--- src/pkg/remap_regs_pkg.sv ---
/*
 * Shared constants and carriers for the payload-mode and address-remap register bank:
 * register offsets, field positions, reset values and the packed request and answer types.
 * Assumes an I2C register front-end on the same clock that hands over decoded accesses.
 */
package remap_regs_pkg;

    // ----------------------------------------------------------------
    // register offsets
    // ----------------------------------------------------------------
    localparam logic [7:0] OFF_PAYLOAD_MODE_SELECT   = 8'h05;
    localparam logic [7:0] OFF_FAR_BRIDGE_ADDRESS    = 8'h06;
    localparam logic [7:0] OFF_FAR_BRIDGE_ALIAS      = 8'h07;
    localparam logic [7:0] OFF_REMOTE_TARGET_ADDRESS = 8'h08;
    localparam logic [7:0] OFF_REMOTE_TARGET_ALIAS   = 8'h09;

    // ----------------------------------------------------------------
    // field positions
    // ----------------------------------------------------------------
    localparam int BIT_RSVD_HI          = 7;
    localparam int BIT_RSVD_LO          = 6;
    localparam int BIT_MODE_OVERRIDE    = 5;
    localparam int BIT_WIDTH_CURRENT    = 4;
    localparam int BIT_WIDE_SELECTED    = 3;
    localparam int BIT_NARROW_SELECTED  = 2;
    localparam int BIT_WIDE_SELECT      = 1;
    localparam int BIT_NARROW_SELECT    = 0;
    localparam int ADDR_FIELD_HI        = 7;
    localparam int ADDR_FIELD_LO        = 1;
    localparam int BIT_LOW_FLAG         = 0;

    // ----------------------------------------------------------------
    // reset and disable values
    // ----------------------------------------------------------------
    localparam logic [6:0] ADDR_RESET   = 7'h00;
    localparam logic [6:0] ADDR_DISABLE = 7'h00;
    localparam logic [7:0] BYTE_ZERO    = 8'h00;

    // register access from the local I2C front-end, all on mclk
    typedef struct packed {
        logic [7:0] addr;
        logic [7:0] wdata;
        logic       wr;
        logic       rd;
    } reg_req_t;

    // address byte of an incoming local I2C transaction
    typedef struct packed {
        logic       valid;
        logic [7:0] addrByte;
    } i2c_addr_t;

    // remap decision, one per incoming address byte
    typedef struct packed {
        logic       valid;
        logic       toBridge;
        logic       toTarget;
        logic       blocked;
        logic [7:0] addrByte;
    } addr_fwd_t;

endpackage : remap_regs_pkg

--- src/core/remap_regs.sv ---
/*
 * Payload-width selection and I2C alias remap registers of the serializer.
 * Assumes the local I2C slave front-end, the back-channel receiver and the lock detector
 * all run on mclk, so their signals are read without synchronisers.
 */
`timescale 1ns/1ps
module remap_regs
    import remap_regs_pkg::*;
(
    input  wire logic       mclk,
    input  wire logic       rst,
    input  wire reg_req_t   regReq,
    output logic [7:0]      regRdData,
    input  wire logic       rxLock,
    input  wire logic       bcModeValid,
    input  wire logic       bcWide,
    input  wire logic       bcNarrow,
    input  wire logic       learnedValid,
    input  wire logic [6:0] learnedAddr,
    input  wire i2c_addr_t  i2cIn,
    output addr_fwd_t       fwdOut,
    output logic            payloadWide,
    output logic            payloadNarrow
);

    // ----------------------------------------------------------------
    // register state
    // ----------------------------------------------------------------
    logic [1:0] modeRsvd;
    logic       modeOverride;
    logic       wideSelect;
    logic       narrowSelect;
    logic       widthCurrent;
    logic       bcWideHeld;
    logic       bcNarrowHeld;
    logic [6:0] farBridgeTargetAddress;
    logic       lockFarBridgeAddress;
    logic [6:0] farBridgeLocalAlias;
    logic       aliasRsvd;
    logic [6:0] remoteTargetPhysicalAddress;
    logic       targetRsvd;
    logic [6:0] remoteTargetLocalAlias;
    logic       targetAliasRsvd;

    logic       wrMode;
    logic       wrBridge;
    logic       wrAlias;
    logic       wrTarget;
    logic       wrTargetAlias;
    logic       next_wide;
    logic       next_narrow;
    logic [7:0] next_rdData;

    assign wrMode        = regReq.wr && (regReq.addr == OFF_PAYLOAD_MODE_SELECT);
    assign wrBridge      = regReq.wr && (regReq.addr == OFF_FAR_BRIDGE_ADDRESS);
    assign wrAlias       = regReq.wr && (regReq.addr == OFF_FAR_BRIDGE_ALIAS);
    assign wrTarget      = regReq.wr && (regReq.addr == OFF_REMOTE_TARGET_ADDRESS);
    assign wrTargetAlias = regReq.wr && (regReq.addr == OFF_REMOTE_TARGET_ALIAS);

    // ----------------------------------------------------------------
    // payload width selection
    // ----------------------------------------------------------------
    always_ff @(posedge mclk or posedge rst) begin
        if (rst) begin
            modeRsvd     <= 2'h0;
            modeOverride <= 1'b0;
            wideSelect   <= 1'b0;
            narrowSelect <= 1'b0;
        end else if (wrMode) begin
            modeRsvd     <= regReq.wdata[BIT_RSVD_HI:BIT_RSVD_LO];
            modeOverride <= regReq.wdata[BIT_MODE_OVERRIDE];
            wideSelect   <= regReq.wdata[BIT_WIDE_SELECT];
            narrowSelect <= regReq.wdata[BIT_NARROW_SELECT];
        end
    end

    // back-channel selection is held; losing lock makes it stale
    always_ff @(posedge mclk or posedge rst) begin
        if (rst) begin
            widthCurrent <= 1'b0;
            bcWideHeld   <= 1'b0;
            bcNarrowHeld <= 1'b0;
        end else if (bcModeValid && rxLock) begin
            widthCurrent <= 1'b1;
            bcWideHeld   <= bcWide;
            bcNarrowHeld <= bcNarrow;
        end else if (!rxLock) begin
            widthCurrent <= 1'b0;
        end
    end

    // a both-set software pattern is not legal, so it is passed on as written
    always_comb begin
        if (modeOverride) begin
            next_wide   = wideSelect;
            next_narrow = narrowSelect;
        end else begin
            next_wide   = bcWideHeld;
            next_narrow = bcNarrowHeld;
        end
    end

    always_ff @(posedge mclk or posedge rst) begin
        if (rst) begin
            payloadWide   <= 1'b0;
            payloadNarrow <= 1'b0;
        end else begin
            payloadWide   <= next_wide;
            payloadNarrow <= next_narrow;
        end
    end

    // ----------------------------------------------------------------
    // far bridge address, auto-loaded after lock
    // ----------------------------------------------------------------
    // a software write in the same cycle as a learned value wins: it is the newer intent
    always_ff @(posedge mclk or posedge rst) begin
        if (rst) begin
            farBridgeTargetAddress <= ADDR_RESET;
            lockFarBridgeAddress   <= 1'b0;
        end else if (wrBridge) begin
            farBridgeTargetAddress <= regReq.wdata[ADDR_FIELD_HI:ADDR_FIELD_LO];
            lockFarBridgeAddress   <= regReq.wdata[BIT_LOW_FLAG];
        end else if (rxLock && learnedValid && !lockFarBridgeAddress) begin
            farBridgeTargetAddress <= learnedAddr;
        end
    end

    // ----------------------------------------------------------------
    // alias and target registers
    // ----------------------------------------------------------------
    always_ff @(posedge mclk or posedge rst) begin
        if (rst) begin
            farBridgeLocalAlias <= ADDR_RESET;
            aliasRsvd           <= 1'b0;
        end else if (wrAlias) begin
            farBridgeLocalAlias <= regReq.wdata[ADDR_FIELD_HI:ADDR_FIELD_LO];
            aliasRsvd           <= regReq.wdata[BIT_LOW_FLAG];
        end
    end

    always_ff @(posedge mclk or posedge rst) begin
        if (rst) begin
            remoteTargetPhysicalAddress <= ADDR_RESET;
            targetRsvd                  <= 1'b0;
        end else if (wrTarget) begin
            remoteTargetPhysicalAddress <= regReq.wdata[ADDR_FIELD_HI:ADDR_FIELD_LO];
            targetRsvd                  <= regReq.wdata[BIT_LOW_FLAG];
        end
    end

    always_ff @(posedge mclk or posedge rst) begin
        if (rst) begin
            remoteTargetLocalAlias <= ADDR_RESET;
            targetAliasRsvd        <= 1'b0;
        end else if (wrTargetAlias) begin
            remoteTargetLocalAlias <= regReq.wdata[ADDR_FIELD_HI:ADDR_FIELD_LO];
            targetAliasRsvd        <= regReq.wdata[BIT_LOW_FLAG];
        end
    end

    // ----------------------------------------------------------------
    // register read, one cycle after the strobe
    // ----------------------------------------------------------------
    always_comb begin
        case (regReq.addr)
            OFF_PAYLOAD_MODE_SELECT:
                next_rdData = {modeRsvd, modeOverride, widthCurrent, payloadWide,
                               payloadNarrow, wideSelect, narrowSelect};
            OFF_FAR_BRIDGE_ADDRESS:
                next_rdData = {farBridgeTargetAddress, lockFarBridgeAddress};
            OFF_FAR_BRIDGE_ALIAS:
                next_rdData = {farBridgeLocalAlias, aliasRsvd};
            OFF_REMOTE_TARGET_ADDRESS:
                next_rdData = {remoteTargetPhysicalAddress, targetRsvd};
            OFF_REMOTE_TARGET_ALIAS:
                next_rdData = {remoteTargetLocalAlias, targetAliasRsvd};
            default:
                next_rdData = BYTE_ZERO;
        endcase
    end

    always_ff @(posedge mclk or posedge rst) begin
        if (rst) begin
            regRdData <= BYTE_ZERO;
        end else if (regReq.rd) begin
            regRdData <= next_rdData;
        end
    end

    // ----------------------------------------------------------------
    // alias match and address substitution
    // ----------------------------------------------------------------
    // the bridge alias takes priority if both aliases hold the same value
    logic [6:0] inAddr;
    logic       hitBridge;
    logic       hitTarget;
    assign inAddr    = i2cIn.addrByte[ADDR_FIELD_HI:ADDR_FIELD_LO];
    assign hitBridge = (farBridgeLocalAlias != ADDR_DISABLE) && (inAddr == farBridgeLocalAlias);
    assign hitTarget = !hitBridge && (remoteTargetLocalAlias != ADDR_DISABLE)
                       && (inAddr == remoteTargetLocalAlias);

    always_ff @(posedge mclk or posedge rst) begin
        if (rst) begin
            fwdOut <= '0;
        end else begin
            fwdOut.valid    <= i2cIn.valid && (hitBridge || hitTarget);
            fwdOut.toBridge <= i2cIn.valid && hitBridge
                               && (farBridgeTargetAddress != ADDR_DISABLE);
            fwdOut.toTarget <= i2cIn.valid && hitTarget
                               && (remoteTargetPhysicalAddress != ADDR_DISABLE);
            fwdOut.blocked  <= i2cIn.valid
                && ((hitBridge && (farBridgeTargetAddress == ADDR_DISABLE))
                 || (hitTarget && (remoteTargetPhysicalAddress == ADDR_DISABLE)));
            fwdOut.addrByte <= hitBridge
                ? {farBridgeTargetAddress, i2cIn.addrByte[BIT_LOW_FLAG]}
                : {remoteTargetPhysicalAddress, i2cIn.addrByte[BIT_LOW_FLAG]};
        end
    end
endmodule : remap_regs

--- config.mk ---
export PLATFORM = sky130hd
export DESIGN_NAME = remap_regs
export DESIGN_NICKNAME = d
export VERILOG_FILES = /design/src/pkg/remap_regs_pkg.sv /design/src/core/remap_regs.sv
export SDC_FILE = /design/constraint.sdc
export NUM_CORES = 1
export LEC_CHECK = 0
export BUFFER_PORTS_ARGS = -buffer_cell sky130_fd_sc_hd__buf_2
export CAP_MARGIN = 20
export CORE_UTILIZATION = 54
export DETAILED_ROUTE_END_ITERATION = 10
export PLACE_DENSITY_LB_ADDON = 0.12
export REMOVE_ABC_BUFFERS = 1
export SYNTH_ARGS = -nofsm -noshare
export SYNTH_HDL_FRONTEND = slang
export SYNTH_SLANG_ARGS = --single-unit
--- constraint.sdc ---
create_clock -name mclk -period 2.25 [get_ports mclk]
set_input_delay 0.225 -clock mclk [delete_from_list [all_inputs] [get_ports mclk]]
set_output_delay 0.225 -clock mclk [all_outputs]
set_load 0.01 [all_outputs]
-- Word level (Yosys, flattened, before mapping)
Index checks and enable logic that the tools add are counted.
- bits in registers: 62
- latch bits: 0
- RAM bits: 0
- ROM bits: 0
- input port bits: 41
- output and inout port bits: 22
- logic and storage cells: 69
- memories: 0
- $add $sub $neg: 0
- multiply operators: 0
- divide/modulo/power cells: 0
- order comparisons: 0
- equal/unequal tests: 8
- shift operators: 0
- muxes and demuxes: 8
- bitwise logic cells: 0
- reductions and logical operators: 30
- operators with widths (kind ; count):
    8-bit case mux with 5 select lines ; 1
    7-bit nonzero test ; 4
    8-bit by 3-bit == test with 1-bit output, second input constant ; 3
    1-bit logical AND ; 19
    8-bit by 4-bit == test with 1-bit output, second input constant ; 2
    7-bit == test ; 2
    7-bit logical NOT ; 2
    7-bit two-way mux ; 2
    8-bit two-way mux ; 1
    1-bit two-way mux ; 4
    1-bit logical NOT ; 2
    1-bit logical OR ; 2
    2-bit by 1-bit inequality test with 1-bit output, second input constant ; 1
    2-bit nonzero test ; 1

-- Logic depth before layout (Yosys ltp)
- depth after elaboration: 8
- depth in mapped cells: 5
- depth with buffers taken out: 4

-- Least setup slack after synthesis
No wires, ideal clock.
- path kind: reg-to-reg
- start point: register farBridgeLocalAlias[0]
- end point: register fwdOut[1] (netlist name)
- setup time: 0.127 ns
- arrival time: 1.566 ns
- data required time: 2.123 ns
- slack: 0.557 ns
- stages on the path, launching flop included: 6
- path buffers: 1
- clock period less this slack: 1.693 ns
- cells stage by stage: dfrtp_1 nor4_1 a211o_1 a2111oi_4 buf_6 mux2_1
- cells in the longest elaborated chain, start to end: 3
- elaborated cells on any way between the ends: 4
- those cells by class: 1 x eq/ne; 1 x mux; 2 x reduce/logical
- RTL lines (item ; RTL line ; RTL):
    start, declared ; remap_regs.sv:38 ; logic [6:0] farBridgeLocalAlias;
    start signal, assigned ; remap_regs.sv:137 ; farBridgeLocalAlias <= regReq.wdata[ADDR_FIELD_HI:ADDR_FIELD_LO];
    7-bit == test or 7-bit nonzero test (tied branches) ; remap_regs.sv:199 ; assign hitBridge = (farBridgeLocalAlias != ADDR_DISABLE) && (inAddr == farBridgeLocalAlias);
    1-bit logical AND * ; remap_regs.sv:199 ;
    8-bit two-way mux * ; remap_regs.sv:216 ; ? {farBridgeTargetAddress, i2cIn.addrByte[BIT_LOW_FLAG]}
    end, declared ; remap_regs.sv:21 ; output addr_fwd_t fwdOut,
Every way passes the cells marked *; elsewhere a longest branch is shown, timed or not.
A chain may end at the register's enable or synchronous reset.

-- Final worst setup path
- start point: register farBridgeLocalAlias[3]
- end point: register fwdOut[3] (netlist name)
The elaborated chain is that of the path after synthesis.

==> reports/metrics.yaml <==
run_status:
  status: "finished, final reports clean"
synth:
  synthTopCellsByArea: "dfrtp_1 (52%), mux2_2 (13%), mux2i_1 (7.8%)"
  post-synth-top-area-cell: "dfrtp_1"
  ys_seq_area_share_pct: 52.43
  synth.most_common_cell: "dfrtp_1"
  async_reset_ff_share_pct: 100.0
  synth_top_area_share_pct: 52.43
  synth_cell_types: 38
  synth_warnings: 0
  synth_commonest_cells: "dfrtp_1 (62), mux2_2 (35), mux2i_1 (23), nor2_1 (23), xor2_1 (9)"
  syn_area_per_cell_um2: 12.43
  syn_area_um2: 2959
  synth-seq-cells: 62
  synth_edf_count: 0
  synthFlopType: "dfrtp_1"
  syn_inst: 238
clocking:
  clkLatencyLatePin_ns: 0.33
  clk_pin_slew_ns: 0.07
  numCtsBuffers: 9
  cts_tree: "built"
  htree_levels: 3
  root_buffer: "clkbuf_8"
  clk_path_buf_depth: 2
  clock_sinks: 62
timing:
  tightest_slew_ns: 0.6112
  finalCriticalPeriod_ns: 1.822
  slew_headroom_pct: 59.13
  skew_ns: 0.004764
  hold_slack_ns: 0.1202
  finalCritPeriodShare_pct: 80.96
  finalSetupViolCount: 0
  hold_violations: 0
  max_freq_mhz: 549.0
  drv_slew: 0
  rsz0062_at_grt: "no"
  tns_ns: 0
power_and_ir_drop:
  p_switching_mw: 0.6464
  p_leak_nw: 1.845
  p_per_area_nw_per_um2: 693.2
  combPwrFrac_pct: 12.2
  peakVddDrop_v: 0.0007597
  clkPwrFrac_pct: 37.3
  p_sw_share_pct: 26.03
  p_int_mw: 1.837
  seq_power_share_pct: 50.5
global_route:
  track_usage_pct: 24.84
  grt_overflow: 0
  grt_pass1_wl_mm: 10.90
  grt_pass1_vias: 2181
  antenna_found_initial: 0
  grt_start_max_net_pins: 31
floorplan:
  row_count: 26
  fp.dieH_um: 76.03
  initial_utilization_pct: 56.85
  fp.dieW_um: 76.03
  dieArea_um2: 5780
  core_area_um2: 5205
  ios: 63
min_path:
  holdPathEnd: "bcWideHeld"
  hold_depth: 2
  hold_start: "bcWide"
  hold_path_class: "in -> reg"
critical_path:
  path_buf_inv: 1
  startpoint_type: "register"
  r2r_start: "farBridgeLocalAlias[3]"
  arrival_ns: 2.04
  critPathTopFamily: "compound AO/OA/AOI/OAI gates"
  endpoint_kind: "register"
  r2r_cells: 5
  criticalPathCategory: "reg -> reg"
  cp_slowest_stage_delay_ns: 0.42
  crit_path_cell_trace: "nor4_1 -> a211o_1 -> a2111oi_4 -> buf_4 -> mux2_1"
  rrSetupSlack_ns: 0.43
  cp_data_required_time_ns: 2.46
  cp_max_fo: 7
  crit_slowest_cell: "dfrtp_1"
  r2r_end: "fwdOut[3]"
routing:
  vias: 2153
  first_iter_violations: 104
  postRouteAntennaNets: 0
  drt-total-wl_mm: 6.564
  route.detailed.drc: 0
  drt_first_pass_iters: 4
  via_per_inst: 5.592
  wire_per_inst_um: 17.05
cells_and_area:
  area_growth_pct: 21.06
  layout-drive-gt1-share_pct: 39.68
  multiInputGateArea_um2: 1344
  register_area_um2: 1551
  antenna-diode-count: 0
  fin_util_pct: 68.82
  fin_nets: 351
  num-fill-cells: 399
placement:
  io_buffer_count: 62
  gp_congestion: 0.8645
  hpwl_mm: 4.928
run:
  maxCapViolCount: 0
[metrics by stage]
stage / setup slack, ns / std cells / cell area, µm² / power (mW)
5_1_grt: 0.3520 / 385 / 3582 / 2.600
3_5_place_dp: 0.4365 / 367 / 3373 / 1.577
3_3_place_gp: 0.4955 / 367 / 3373 / 1.568
2_1_floorplan: 0.3821 / 228 / 2910 / 1.430
6_report: 0.4284 / 385 / 3582 / 2.483
4_1_cts: 0.4184 / 385 / 3582 / 2.510
[registers in the layout, indices dropped and copies added, names as in the netlist, 2 cells and up]
signal                       count
fwdOut                          12
regRdData                        8
farBridgeLocalAlias              7
farBridgeTargetAddress           7
remoteTargetLocalAlias           7
remoteTargetPhysicalAddress      7
modeRsvd                         2
[power by group through the flow]
stage | logic, mW | registers (mW) | clock network [mW]
finish | 0.304 | 1.25 | 0.925
global route | 0.337 | 1.26 | 1.00
CTS | 0.307 | 1.25 | 0.950
detailed placement | 0.303 | 1.27 | 0
global placement | 0.297 | 1.27 | 0
floorplan | 0.168 | 1.26 | 0
[worst max path at each step]
stage                     depth (start not counted)         to                    from
after floorplan                                   4  fwdOut[7]  farBridgeLocalAlias[0]
after global placement                            5  fwdOut[2]  farBridgeLocalAlias[3]
after detailed placement                          5  fwdOut[2]  farBridgeLocalAlias[3]
after CTS                                         5  fwdOut[3]  farBridgeLocalAlias[3]
after global routing                              5  fwdOut[3]  farBridgeLocalAlias[3]
final                                             5  fwdOut[3]  farBridgeLocalAlias[3]
[logic make-up after synthesis]
| kind of cell | synth area share [%] |
|---|---|
| AO/OA/AOI/OAI | 7.315 |
| XOR/XNOR | 3.848 |
| buffers and inverters | 2.156 |
| flip-flops | 52.43 |
| multiplexers | 23.38 |
| AND/OR/NAND/NOR | 10.87 |
[routing by layer]
| metal | GRT usage (%) | vias up | part of all wire [%] |
|---|---|---|---|
| met3 | 5.509 | 9 | 4.9 |
| met5 | 0 | - | 0 |
| li1 | - | 1025 | - |
| met1 | 31.76 | 1059 | 44 |
| met4 | 9.808 | 0 | 1.3 |
| met2 | 41.27 | 60 | 50 |
[placed cells by master (no fill, tap or decap), types with 7 or more instances in the layout]
master,n
mux2_2,35
o22ai_1,7
a21oi_1,7
buf_2,62
dfrtp_1,62
mux2i_1,23
xor2_1,9
clkbuf_8,9
a221oi_1,8
nor2_1,23
[final cells by class]
class / count / area share, %
sequential: 62 / 43.31
multi-input combinational: 162 / 37.51
timing repair buffer: 71 / 11.04
clock buffer: 9 / 3.458
tap: 70 / 2.445
clock inverter: 7 / 1.816
inverter: 4 / 0.4191
[worst register-to-register path, delay by kind of cell, from the launching register on]
family / cells / cell delay [ns]
AO/OA/AOI/OAI: 2 / 0.66
flip-flops: 1 / 0.42
multiplexers: 1 / 0.33
buffers and inverters: 1 / 0.23
AND/OR/NAND/NOR: 1 / 0.08
[what timing repair did]
item | CTS | global route
gates resized for setup | 0 | 0
endpoints found under the hold margin | 16 | 0
buffers inserted | 0 | 0
hold buffers | 2 | 0
Note: power is estimated with default switching activity, not from simulation.
